--- config.mk ---
export PLATFORM = sky130hd
export DESIGN_NAME = dmpp_drive_ctrl
export DESIGN_NICKNAME = d
export VERILOG_FILES = /design/src/core/dmpp_pkg.sv /design/src/core/dmpp_drive_ctrl.sv
export SDC_FILE = /design/constraint.sdc
export NUM_CORES = 2
export LEC_CHECK = 0
export ABC_AREA = 1
export BUFFER_PORTS_ARGS = -buffer_cell sky130_fd_sc_hd__buf_2
export CORE_ASPECT_RATIO = 0.8
export CORE_MARGIN = 1.5
export CORE_UTILIZATION = 25
export DETAILED_ROUTE_END_ITERATION = 8
export HOLD_SLACK_MARGIN = 0.1
export PLACE_DENSITY_LB_ADDON = 0.25
export SLEW_MARGIN = 0
export SYNTH_ARGS = -nofsm -noshare
export SYNTH_HDL_FRONTEND = slang
export SYNTH_SLANG_ARGS = --single-unit
--- constraint.sdc ---
create_clock -name core_clk -period 10.3 [get_ports core_clk]
set_input_delay 2.06 -clock core_clk [delete_from_list [all_inputs] [get_ports core_clk]]
set_output_delay 2.06 -clock core_clk [all_outputs]
set_load 0.02 [all_outputs]
--- src/core/dmpp_pkg.sv ---
// Package for the drive mode and profile point move control block.
package dmpp_pkg;
    localparam logic [15:0] IDX_CONTROL = 16'h6040;
    localparam logic [15:0] IDX_STATUS = 16'h6041;
    localparam logic [15:0] IDX_MODE_SEL = 16'h6060;
    localparam logic [15:0] IDX_MODE_RB = 16'h6061;
    localparam logic [15:0] IDX_TARGET = 16'h607A;
    localparam logic [15:0] IDX_LIMIT = 16'h607D;
    localparam logic [15:0] IDX_MAX_VEL = 16'h607F;
    localparam logic [15:0] IDX_PROF_VEL = 16'h6081;
    localparam logic [15:0] IDX_PROF_ACC = 16'h6083;
    localparam logic [15:0] IDX_PROF_DEC = 16'h6084;
    localparam logic [15:0] IDX_MAX_ACC = 16'h60C5;
    localparam logic [15:0] IDX_MAX_DEC = 16'h60C6;
    localparam logic [7:0] SUB_0 = 8'h00;
    localparam logic [7:0] SUB_MIN = 8'h01;
    localparam logic [7:0] SUB_MAX = 8'h02;
    localparam logic [7:0] LIMIT_ENTRIES = 8'h02;

    localparam logic [7:0] MODE_NONE = 8'h00;
    localparam logic [7:0] MODE_PROFILE_POINT_MOVE = 8'h01;
    localparam logic [7:0] MODE_ORIGIN_SEARCH = 8'h06;
    localparam logic [7:0] MODE_CYC_POS = 8'h08;
    localparam logic [7:0] MODE_CYC_VEL = 8'h09;

    localparam int CW_QUICK_STOP_BIT = 2;
    localparam int CW_RUN_ENABLE_CMD = 3;
    localparam int CW_NEW_SETPOINT = 4;
    localparam int CW_CHANGE_NOW = 5;
    localparam int CW_RELATIVE = 6;
    localparam int CW_CLEAR_ALARM_EDGE = 7;
    localparam int CW_HALT = 8;
    localparam int SW_WARNING = 7;
    localparam int SW_REMOTE_FLAG = 9;
    localparam int SW_TARGET_REACHED = 10;
    localparam int SW_LIMIT_ACTIVE = 11;
    localparam int SW_SETPOINT_ACK = 12;

    localparam logic [15:0] CW_RESET = 16'h0000;
    localparam logic [31:0] WORD_RESET = 32'h00000000;

    localparam int MODE_SETTLE_US = 2000;
    localparam int CLK_MHZ = 250;
    localparam int MODE_SETTLE_CYC = MODE_SETTLE_US * CLK_MHZ;

    // Power-state flags, status bits 6..0
    typedef struct packed {
        logic switch_on_disabled;
        logic quick_stop_bit;
        logic power_present_flag;
        logic fault;
        logic operation_enabled;
        logic switched_on;
        logic ready_to_switch_on;
    } dmpp_power_t;

    // One move handed to the pulse engine
    typedef struct packed {
        logic [31:0] target;
        logic [31:0] velocity;
        logic [31:0] accel;
        logic [31:0] decel;
    } dmpp_move_t;
endpackage

--- src/core/dmpp_drive_ctrl.sv ---
// Mode selection, software limit and profile point move set-point handling.
`timescale 1ns/1ps
// What this block does
// - Accept mode codes 1, 6, 8, 9
// - Mode select resets to zero, none
// - Read-only read-back shows active mode, reset zero
// - Read-back updates after 2 ms settling
// - Signed limits, count two, disabled if min>=max
// - Clamp velocity, acceleration, deceleration to maxima
// - New set-point rising edge starts move
// - Bit 5 queues or aborts current move
// - Bit 6 selects absolute or relative target
// - Ack bit set by set-point or buffer
// - Target reached on completion or halted stop
// - Status bits 11, 9, 7, 6..0 mapped
// - Quick stop command and status active low
module dmpp_drive_ctrl
    import dmpp_pkg::*;
#(
    parameter int SETTLE_CYCLES = MODE_SETTLE_CYC
) (
    input wire logic core_clk,
    input wire logic rst_n,
    input wire logic clk_en,
    input wire logic obj_req,
    input wire logic obj_write,
    input wire logic [15:0] obj_index,
    input wire logic [7:0] obj_sub,
    input wire logic [31:0] obj_wdata,
    output logic obj_ack,
    output logic obj_err,
    output logic [31:0] obj_rdata,
    input wire dmpp_power_t power_flags,
    input wire logic warning_in,
    input wire logic remote_flag,
    input wire logic move_done,
    input wire logic axis_stopped,
    input wire logic [31:0] actual_pos,
    output logic quick_stop_req,
    output logic halt_req,
    output logic move_start,
    output dmpp_move_t move_cmd,
    output logic [7:0] active_mode
);
    localparam int TW = $clog2(SETTLE_CYCLES + 1);

    logic [15:0] cw_q;
    logic [7:0] mode_sel_q, mode_act_q, mode_pend_q;
    logic [TW-1:0] settle_q;
    logic [31:0] lim_min_q, lim_max_q, target_q, prof_vel_q, prof_acc_q, prof_dec_q;
    logic [31:0] max_vel_q, max_acc_q, max_dec_q;
    logic nsp_prev_q, busy_q, buf_full_q, buf_rel_q, start_q;
    logic [31:0] buf_target_q, last_target_q;
    dmpp_move_t move_q;
    logic ack_q, err_q;
    logic [31:0] rdata_q;

    function automatic logic mode_ok(input logic [7:0] m);
        return (m == MODE_PROFILE_POINT_MOVE) || (m == MODE_ORIGIN_SEARCH) ||
               (m == MODE_CYC_POS) || (m == MODE_CYC_VEL);
    endfunction

    function automatic logic [31:0] umin(input logic [31:0] a, input logic [31:0] b);
        return (a > b) ? b : a;
    endfunction

    function automatic logic hit(input logic [15:0] i, input logic [7:0] s,
                                 input logic [15:0] ti, input logic [7:0] ts);
        return (i == ti) && (s == ts);
    endfunction

    wire wr = obj_req && obj_write;
    wire wr_cw = wr && hit(obj_index, obj_sub, IDX_CONTROL, SUB_0);
    wire wr_mode = wr && hit(obj_index, obj_sub, IDX_MODE_SEL, SUB_0);
    wire wr_min = wr && hit(obj_index, obj_sub, IDX_LIMIT, SUB_MIN);
    wire wr_max = wr && hit(obj_index, obj_sub, IDX_LIMIT, SUB_MAX);
    wire mode_take = wr_mode && mode_ok(obj_wdata[7:0]) &&
                     (obj_wdata[7:0] != mode_act_q);

    // Software limit window, off when min >= max
    wire lim_on = $signed(lim_min_q) < $signed(lim_max_q);
    wire lim_active = lim_on && (($signed(actual_pos) < $signed(lim_min_q)) ||
                                 ($signed(actual_pos) > $signed(lim_max_q)));

    wire pp_mode = (mode_act_q == MODE_PROFILE_POINT_MOVE);
    wire nsp_edge = pp_mode && power_flags.operation_enabled &&
                    cw_q[CW_NEW_SETPOINT] && !nsp_prev_q;
    wire done_now = busy_q && move_done;
    // A buffered entry runs before a set-point that arrives as the move ends with bit 5 clear; with bit 5 set the set-point runs and the buffer is dropped
    wire go_direct = nsp_edge &&
                     (!busy_q || (done_now && !buf_full_q) || cw_q[CW_CHANGE_NOW]);
    wire go_queue = nsp_edge && !go_direct;
    wire go_buf = done_now && buf_full_q && !go_direct;
    wire go = go_direct || go_buf;

    // Relative targets add to the previous commanded target
    wire [31:0] base_target = (go_buf ? buf_target_q : target_q);
    wire use_rel = go_buf ? buf_rel_q : cw_q[CW_RELATIVE];
    wire [31:0] raw_target = use_rel ? 32'(last_target_q + base_target) : base_target;
    wire [31:0] lo_cut = ($signed(raw_target) < $signed(lim_min_q)) ? lim_min_q : raw_target;
    wire [31:0] new_target = !lim_on ? raw_target :
                             (($signed(lo_cut) > $signed(lim_max_q)) ? lim_max_q : lo_cut);

    wire sp_ack = cw_q[CW_NEW_SETPOINT] || buf_full_q;
    wire tgt_reached = cw_q[CW_HALT] ? axis_stopped : (!busy_q && !buf_full_q);

    logic [15:0] status_word;
    always_comb begin
        status_word = 16'h0000;
        status_word[$bits(dmpp_power_t)-1:0] = power_flags;
        status_word[SW_WARNING] = warning_in;
        status_word[SW_REMOTE_FLAG] = remote_flag;
        status_word[SW_LIMIT_ACTIVE] = lim_active;
        if (pp_mode) begin
            status_word[SW_TARGET_REACHED] = tgt_reached;
            status_word[SW_SETPOINT_ACK] = sp_ack;
        end
    end

    logic [31:0] rd_mux;
    logic rd_hit, wr_ro;
    always_comb begin
        rd_mux = WORD_RESET;
        rd_hit = 1'b1;
        wr_ro = 1'b0;
        unique case ({obj_index, obj_sub})
            {IDX_CONTROL, SUB_0}: rd_mux = {16'h0000, cw_q};
            {IDX_STATUS, SUB_0}: begin
                rd_mux = {16'h0000, status_word};
                wr_ro = 1'b1;
            end
            {IDX_MODE_SEL, SUB_0}: rd_mux = {{24{mode_sel_q[7]}}, mode_sel_q};
            {IDX_MODE_RB, SUB_0}: begin
                rd_mux = {{24{mode_act_q[7]}}, mode_act_q};
                wr_ro = 1'b1;
            end
            {IDX_LIMIT, SUB_0}: begin
                rd_mux = {24'h000000, LIMIT_ENTRIES};
                wr_ro = 1'b1;
            end
            {IDX_LIMIT, SUB_MIN}: rd_mux = lim_min_q;
            {IDX_LIMIT, SUB_MAX}: rd_mux = lim_max_q;
            {IDX_TARGET, SUB_0}: rd_mux = target_q;
            {IDX_PROF_VEL, SUB_0}: rd_mux = prof_vel_q;
            {IDX_PROF_ACC, SUB_0}: rd_mux = prof_acc_q;
            {IDX_PROF_DEC, SUB_0}: rd_mux = prof_dec_q;
            {IDX_MAX_VEL, SUB_0}: rd_mux = max_vel_q;
            {IDX_MAX_ACC, SUB_0}: rd_mux = max_acc_q;
            {IDX_MAX_DEC, SUB_0}: rd_mux = max_dec_q;
            default: rd_hit = 1'b0;
        endcase
    end

    // Object access answer, one cycle after the request
    always_ff @(posedge core_clk) begin
        if (!rst_n) begin
            ack_q <= 1'b0;
            err_q <= 1'b0;
            rdata_q <= WORD_RESET;
        end else if (clk_en) begin
            ack_q <= obj_req;
            err_q <= obj_req && (!rd_hit || (obj_write && wr_ro));
            if (obj_req && !obj_write) begin
                rdata_q <= rd_hit ? rd_mux : WORD_RESET;
            end
        end
    end

    // Plain writable objects
    always_ff @(posedge core_clk) begin
        if (!rst_n) begin
            cw_q <= CW_RESET;
            lim_min_q <= WORD_RESET;
            lim_max_q <= WORD_RESET;
            target_q <= WORD_RESET;
            prof_vel_q <= WORD_RESET;
            prof_acc_q <= WORD_RESET;
            prof_dec_q <= WORD_RESET;
            max_vel_q <= WORD_RESET;
            max_acc_q <= WORD_RESET;
            max_dec_q <= WORD_RESET;
        end else if (clk_en && wr) begin
            if (wr_cw) cw_q <= obj_wdata[15:0];
            if (wr_min) lim_min_q <= obj_wdata;
            if (wr_max) lim_max_q <= obj_wdata;
            if (hit(obj_index, obj_sub, IDX_TARGET, SUB_0)) target_q <= obj_wdata;
            if (hit(obj_index, obj_sub, IDX_PROF_VEL, SUB_0)) prof_vel_q <= obj_wdata;
            if (hit(obj_index, obj_sub, IDX_PROF_ACC, SUB_0)) prof_acc_q <= obj_wdata;
            if (hit(obj_index, obj_sub, IDX_PROF_DEC, SUB_0)) prof_dec_q <= obj_wdata;
            if (hit(obj_index, obj_sub, IDX_MAX_VEL, SUB_0)) max_vel_q <= obj_wdata;
            if (hit(obj_index, obj_sub, IDX_MAX_ACC, SUB_0)) max_acc_q <= obj_wdata;
            if (hit(obj_index, obj_sub, IDX_MAX_DEC, SUB_0)) max_dec_q <= obj_wdata;
        end
    end

    // Mode select and settling before the read-back follows
    always_ff @(posedge core_clk) begin
        if (!rst_n) begin
            mode_sel_q <= MODE_NONE;
            mode_act_q <= MODE_NONE;
            mode_pend_q <= MODE_NONE;
            settle_q <= '0;
        end else if (clk_en) begin
            if (wr_mode) begin
                mode_sel_q <= obj_wdata[7:0];
            end
            if (mode_take) begin
                mode_pend_q <= obj_wdata[7:0];
                settle_q <= TW'(SETTLE_CYCLES);
            end else if (settle_q != '0) begin
                settle_q <= settle_q - 1'b1;
                if (settle_q == TW'(1)) mode_act_q <= mode_pend_q;
            end
        end
    end

    // Set-point handshake, one-entry buffer and move issue
    always_ff @(posedge core_clk) begin
        if (!rst_n) begin
            nsp_prev_q <= 1'b0;
            busy_q <= 1'b0;
            buf_full_q <= 1'b0;
            buf_rel_q <= 1'b0;
            buf_target_q <= WORD_RESET;
            last_target_q <= WORD_RESET;
            start_q <= 1'b0;
            move_q <= '0;
        end else if (clk_en) begin
            nsp_prev_q <= cw_q[CW_NEW_SETPOINT];
            start_q <= go;
            if (go) begin
                busy_q <= 1'b1;
                last_target_q <= new_target;
                move_q.target <= new_target;
                move_q.velocity <= umin(prof_vel_q, max_vel_q);
                move_q.accel <= umin(prof_acc_q, max_acc_q);
                move_q.decel <= umin(prof_dec_q, max_dec_q);
            end else if (done_now || !pp_mode) begin
                busy_q <= 1'b0;
            end
            if (go_queue) begin
                buf_full_q <= 1'b1;
                buf_target_q <= target_q;
                buf_rel_q <= cw_q[CW_RELATIVE];
            end else if (go_buf || (go_direct && cw_q[CW_CHANGE_NOW]) || !pp_mode) begin
                buf_full_q <= 1'b0;
            end
        end
    end

    assign obj_ack = ack_q;
    assign obj_err = err_q;
    assign obj_rdata = rdata_q;
    assign quick_stop_req = !cw_q[CW_QUICK_STOP_BIT];
    assign halt_req = cw_q[CW_HALT];
    assign move_start = start_q;
    assign move_cmd = move_q;
    assign active_mode = mode_act_q;
endmodule

==> impl_metrics.py <==
metrics = {
    "outcome": {
        "status": "finished clean",
    },
    "final_layout": {
        "n_fill_cell": 13793,
        "fin_cells": 6175,
        "syn_to_final_growth_pct": 15.83,
        "nets": 4847,
        "drive_above_1_share_pct": 13.90,
    },
    "sta": {
        "finalHoldViolations": 0,
        "fmax_ghz": 0.1039,
        "skew_ps": 31.11,
        "finalSetupTns_ps": 0,
        "worst_pin_slew_ps": 1161,
        "drv_slew": 0,
        "finalSetupViolCount": 0,
        "min_period_over_period_pct": 93.43,
        "rsz0062_at_grt": "false",
        "maxSlewHeadroom_pct": 21.81,
        "period_needed_ps": 9623,
    },
    "pwr": {
        "ir_worst_vdd_uv": 133.2,
        "leakagePower_nw": 14.72,
        "power_density_nw_per_um2": 132.5,
    },
    "yosys": {
        "synth_area_leader_cell": "dfxtp_1",
        "synth_flop_cell": "dfxtp_1",
        "syn-num-nets": 4699,
        "synth_edf_count": 0,
        "ys_ff_latch": 546,
        "yosysSeqAreaShare_pct": 34.26,
        "synth_area_leaders": "dfxtp_1, a21oi_1, ha_1, o21ai_0, nand2_1",
        "ys_warn_count": 0,
        "synth_cells": 4308,
        "async_flop_share_pct": 0,
        "yosysTopAreaCellShare_pct": 34.26,
        "syn_avg_cell_area_um2": 7.406,
        "ys_types": 65,
        "synth.cell_area_um2": 31910,
    },
    "clocking": {
        "cts_resized": 0,
        "cts_buffer_depth": 3,
        "clkLatencyLatePin_ps": 660,
        "clk_pin_slew_ps": 70,
        "cts_hold_buf": 0,
        "clock_sinks": 546,
        "htreeDepth": 2,
        "cts_tree": "done",
        "cts_root_buffer": "clkbuf_16",
        "cts_inserted_buffers": 58,
        "cts_setup_buffers": 0,
    },
    "global_route": {
        "grt.total_usage_pct": 21.48,
        "grt_overflow": 0,
        "grt_max_degree": 181,
        "grt_pass1_wl_mm": 207.4,
        "grt_pass1_vias": 29106,
        "antenna_found_initial": 11,
    },
    "floorplan": {
        "die_h_um": 322.5,
        "num_rows": 117,
        "fp.coreArea_um2": 126900,
        "ios": 277,
        "start_util_pct": 25.14,
        "die-area_um2": 129800,
        "die_x_um": 402.4,
    },
    "placed_design": {
        "place_inst": 6062,
        "gp_congestion": 0.9263,
        "hpwl_mm": 111.5,
        "port_buffers": 276,
    },
    "critical_path": {
        "crit_path_max_fanout": 59,
        "startpoint_type": "input pin",
        "crit_path_frequent_cell": "nand2_1",
        "cp.required_ps": 10830,
        "arrival_ps": 10150,
        "path_class": "input pin to flop",
        "cpPeakStageDelay_ps": 550,
        "slowest_stage": "nor4_1",
        "crit_path_end_kind": "flop",
    },
    "flow_run": {
        "max-cap-violations": 0,
    },
    "detailed_routing": {
        "ant_nets": 0,
        "wl_per_cell_um": 23.53,
        "drc": 0,
        "wl_mm": 145.3,
        "route.vias.total": 32353,
        "viasPerCell": 5.239,
        "dr.pass1.iters": 5,
        "drtIter0Drc": 3130,
    },
    "hold_path": {
        "hp-class": "flop to flop",
    },
}
==> worst paths after layout <==
kind | startpoint | cells after the start | slack (ps) | to
min reg2reg | mode_pend_q[6]$_SDFFE_PN0P_ | 2 | 450 | mode_pend_q[6]$_SDFFE_PN0P_
max | power_flags[2] | 41 | 680 | move_cmd[106]$_SDFFE_PN0P_
min | mode_pend_q[6]$_SDFFE_PN0P_ | 2 | 450 | mode_pend_q[6]$_SDFFE_PN0P_
max reg2reg | active_mode[0]$_SDFFE_PN0P_ | 42 | 1690 | move_cmd[106]$_SDFFE_PN0P_
==> sequential cells by signal, indices dropped and copies added, names as in the netlist <==
register and count:
obj_ack 1, lim_min_q 32, lim_max_q 32, prof_acc_q 32, buf_rel_q 1, active_mode 8
max_dec_q 32, move_cmd 128, mode_sel_q 8, buf_full_q 1, buf_target_q 32, obj_rdata 32
busy_q 1, mode_pend_q 8, max_acc_q 32, prof_vel_q 32, cw_q 16, obj_err 1
settle_q 19, prof_dec_q 32, nsp_prev_q 1, target_q 32, max_vel_q 32, move_start 1
==> per-stage QoR <==
| stage | worst slack [ps] | total power [mW] | cell area [µm²] | util (%) | hold slack (ps) |
|---|---|---|---|---|---|
| 3_3_place_gp | 305.2 | 2.661 | 34950 | 27.54 | 441.8 |
| 5_1_grt | 19.19 | 5.074 | 36950 | 29.12 | 474.3 |
| 6_report | 676.7 | 4.897 | 36960 | 29.12 | 454.6 |
| 3_5_place_dp | 297.5 | 2.666 | 34950 | 27.54 | 446.7 |
| 4_1_cts | 956.0 | 4.923 | 36950 | 29.11 | 456.9 |
| 2_1_floorplan | 2092 | 2.497 | 31910 | - | 432.8 |
==> cells in the mapped netlist (37+ instances only) <==
cell      instances
o22ai_1         100
nor2_1          197
a211oi_1         50
inv_1           450
clkbuf_1        214
o21ai_0         539
o211ai_1         37
nand2_1         516
nand3_2          77
a221oi_1         43
ha_1            286
a21oi_1         779
nand4_1          46
nand3_1         107
nor3_1           49
dfxtp_1         546
==> routing by layer <==
metal	track usage (%)	routed length [µm]	part of all wire, %
met5	0	71	0.049
met3	4.021	11170	7.7
met1	30.12	66220	46
met4	6.195	4228	2.9
met2	33.30	63610	44
==> cells by family after synthesis <==
| group | synth area share (%) |
|---|---|
| AO/OA/AOI/OAI | 28.67 |
| AND/OR/NAND/NOR | 15.89 |
| buffers and inverters | 8.996 |
| flip-flops | 34.26 |
| adder cells (fa/ha/maj) | 11.28 |
| XOR/XNOR | 0.8509 |
| multiplexers | 0.06275 |
==> cell type report <==
type | count | area [µm²] | area share [%]
Sequential cell | 546 | 10930 | 29.58
Antenna cell | 4 | 10.01 | 0.02708
Multi-Input combinational cell | 3042 | 18230 | 49.32
Inverter | 468 | 1763 | 4.770
Clock inverter | 29 | 342.8 | 0.9276
Clock buffer | 80 | 1654 | 4.476
Tap cell | 1666 | 2085 | 5.640
Timing Repair Buffer | 340 | 1946 | 5.264
==> layout by cell type, fill, tap and decap left out, drive strengths merged, types with 4 or more instances in the layout <==
| cell type | instances |
|---|---|
| a221oi | 43 |
| nand3 | 185 |
| xor2 | 20 |
| nand2 | 540 |
| o21bai | 4 |
| a31oi | 9 |
| buf | 339 |
| dfxtp | 546 |
| diode | 4 |
| nor2 | 206 |
| or2 | 4 |
| o22ai | 100 |
| xnor2 | 11 |
| inv | 468 |
| o221ai | 15 |
| a21o | 4 |
| a21oi | 809 |
| clkinv | 16 |
| bufinv | 6 |
| nor4 | 22 |
| o21ai | 544 |
| o2111ai | 19 |
| nor3 | 51 |
| nand4 | 46 |
| clkbuf | 81 |
| ha | 286 |
| o21a | 10 |
| a211oi | 50 |
| clkinvlp | 7 |
| o211ai | 37 |
==> power by group <==
part	switching, mW	internal [mW]	total (mW)
clock network	0.984	1.28	2.26
logic	0.314	0.125	0.439
registers	0.0451	2.15	2.20
==> critical path, delay by kind of cell <==
family,cells,cell delay (ps)
AO/OA/AOI/OAI,6,1140
buffers and inverters,8,1270
adder cells (fa/ha/maj),3,1290
XOR/XNOR,2,260
AND/OR/NAND/NOR,22,4050
Note: power is estimated with default switching activity, not from simulation.
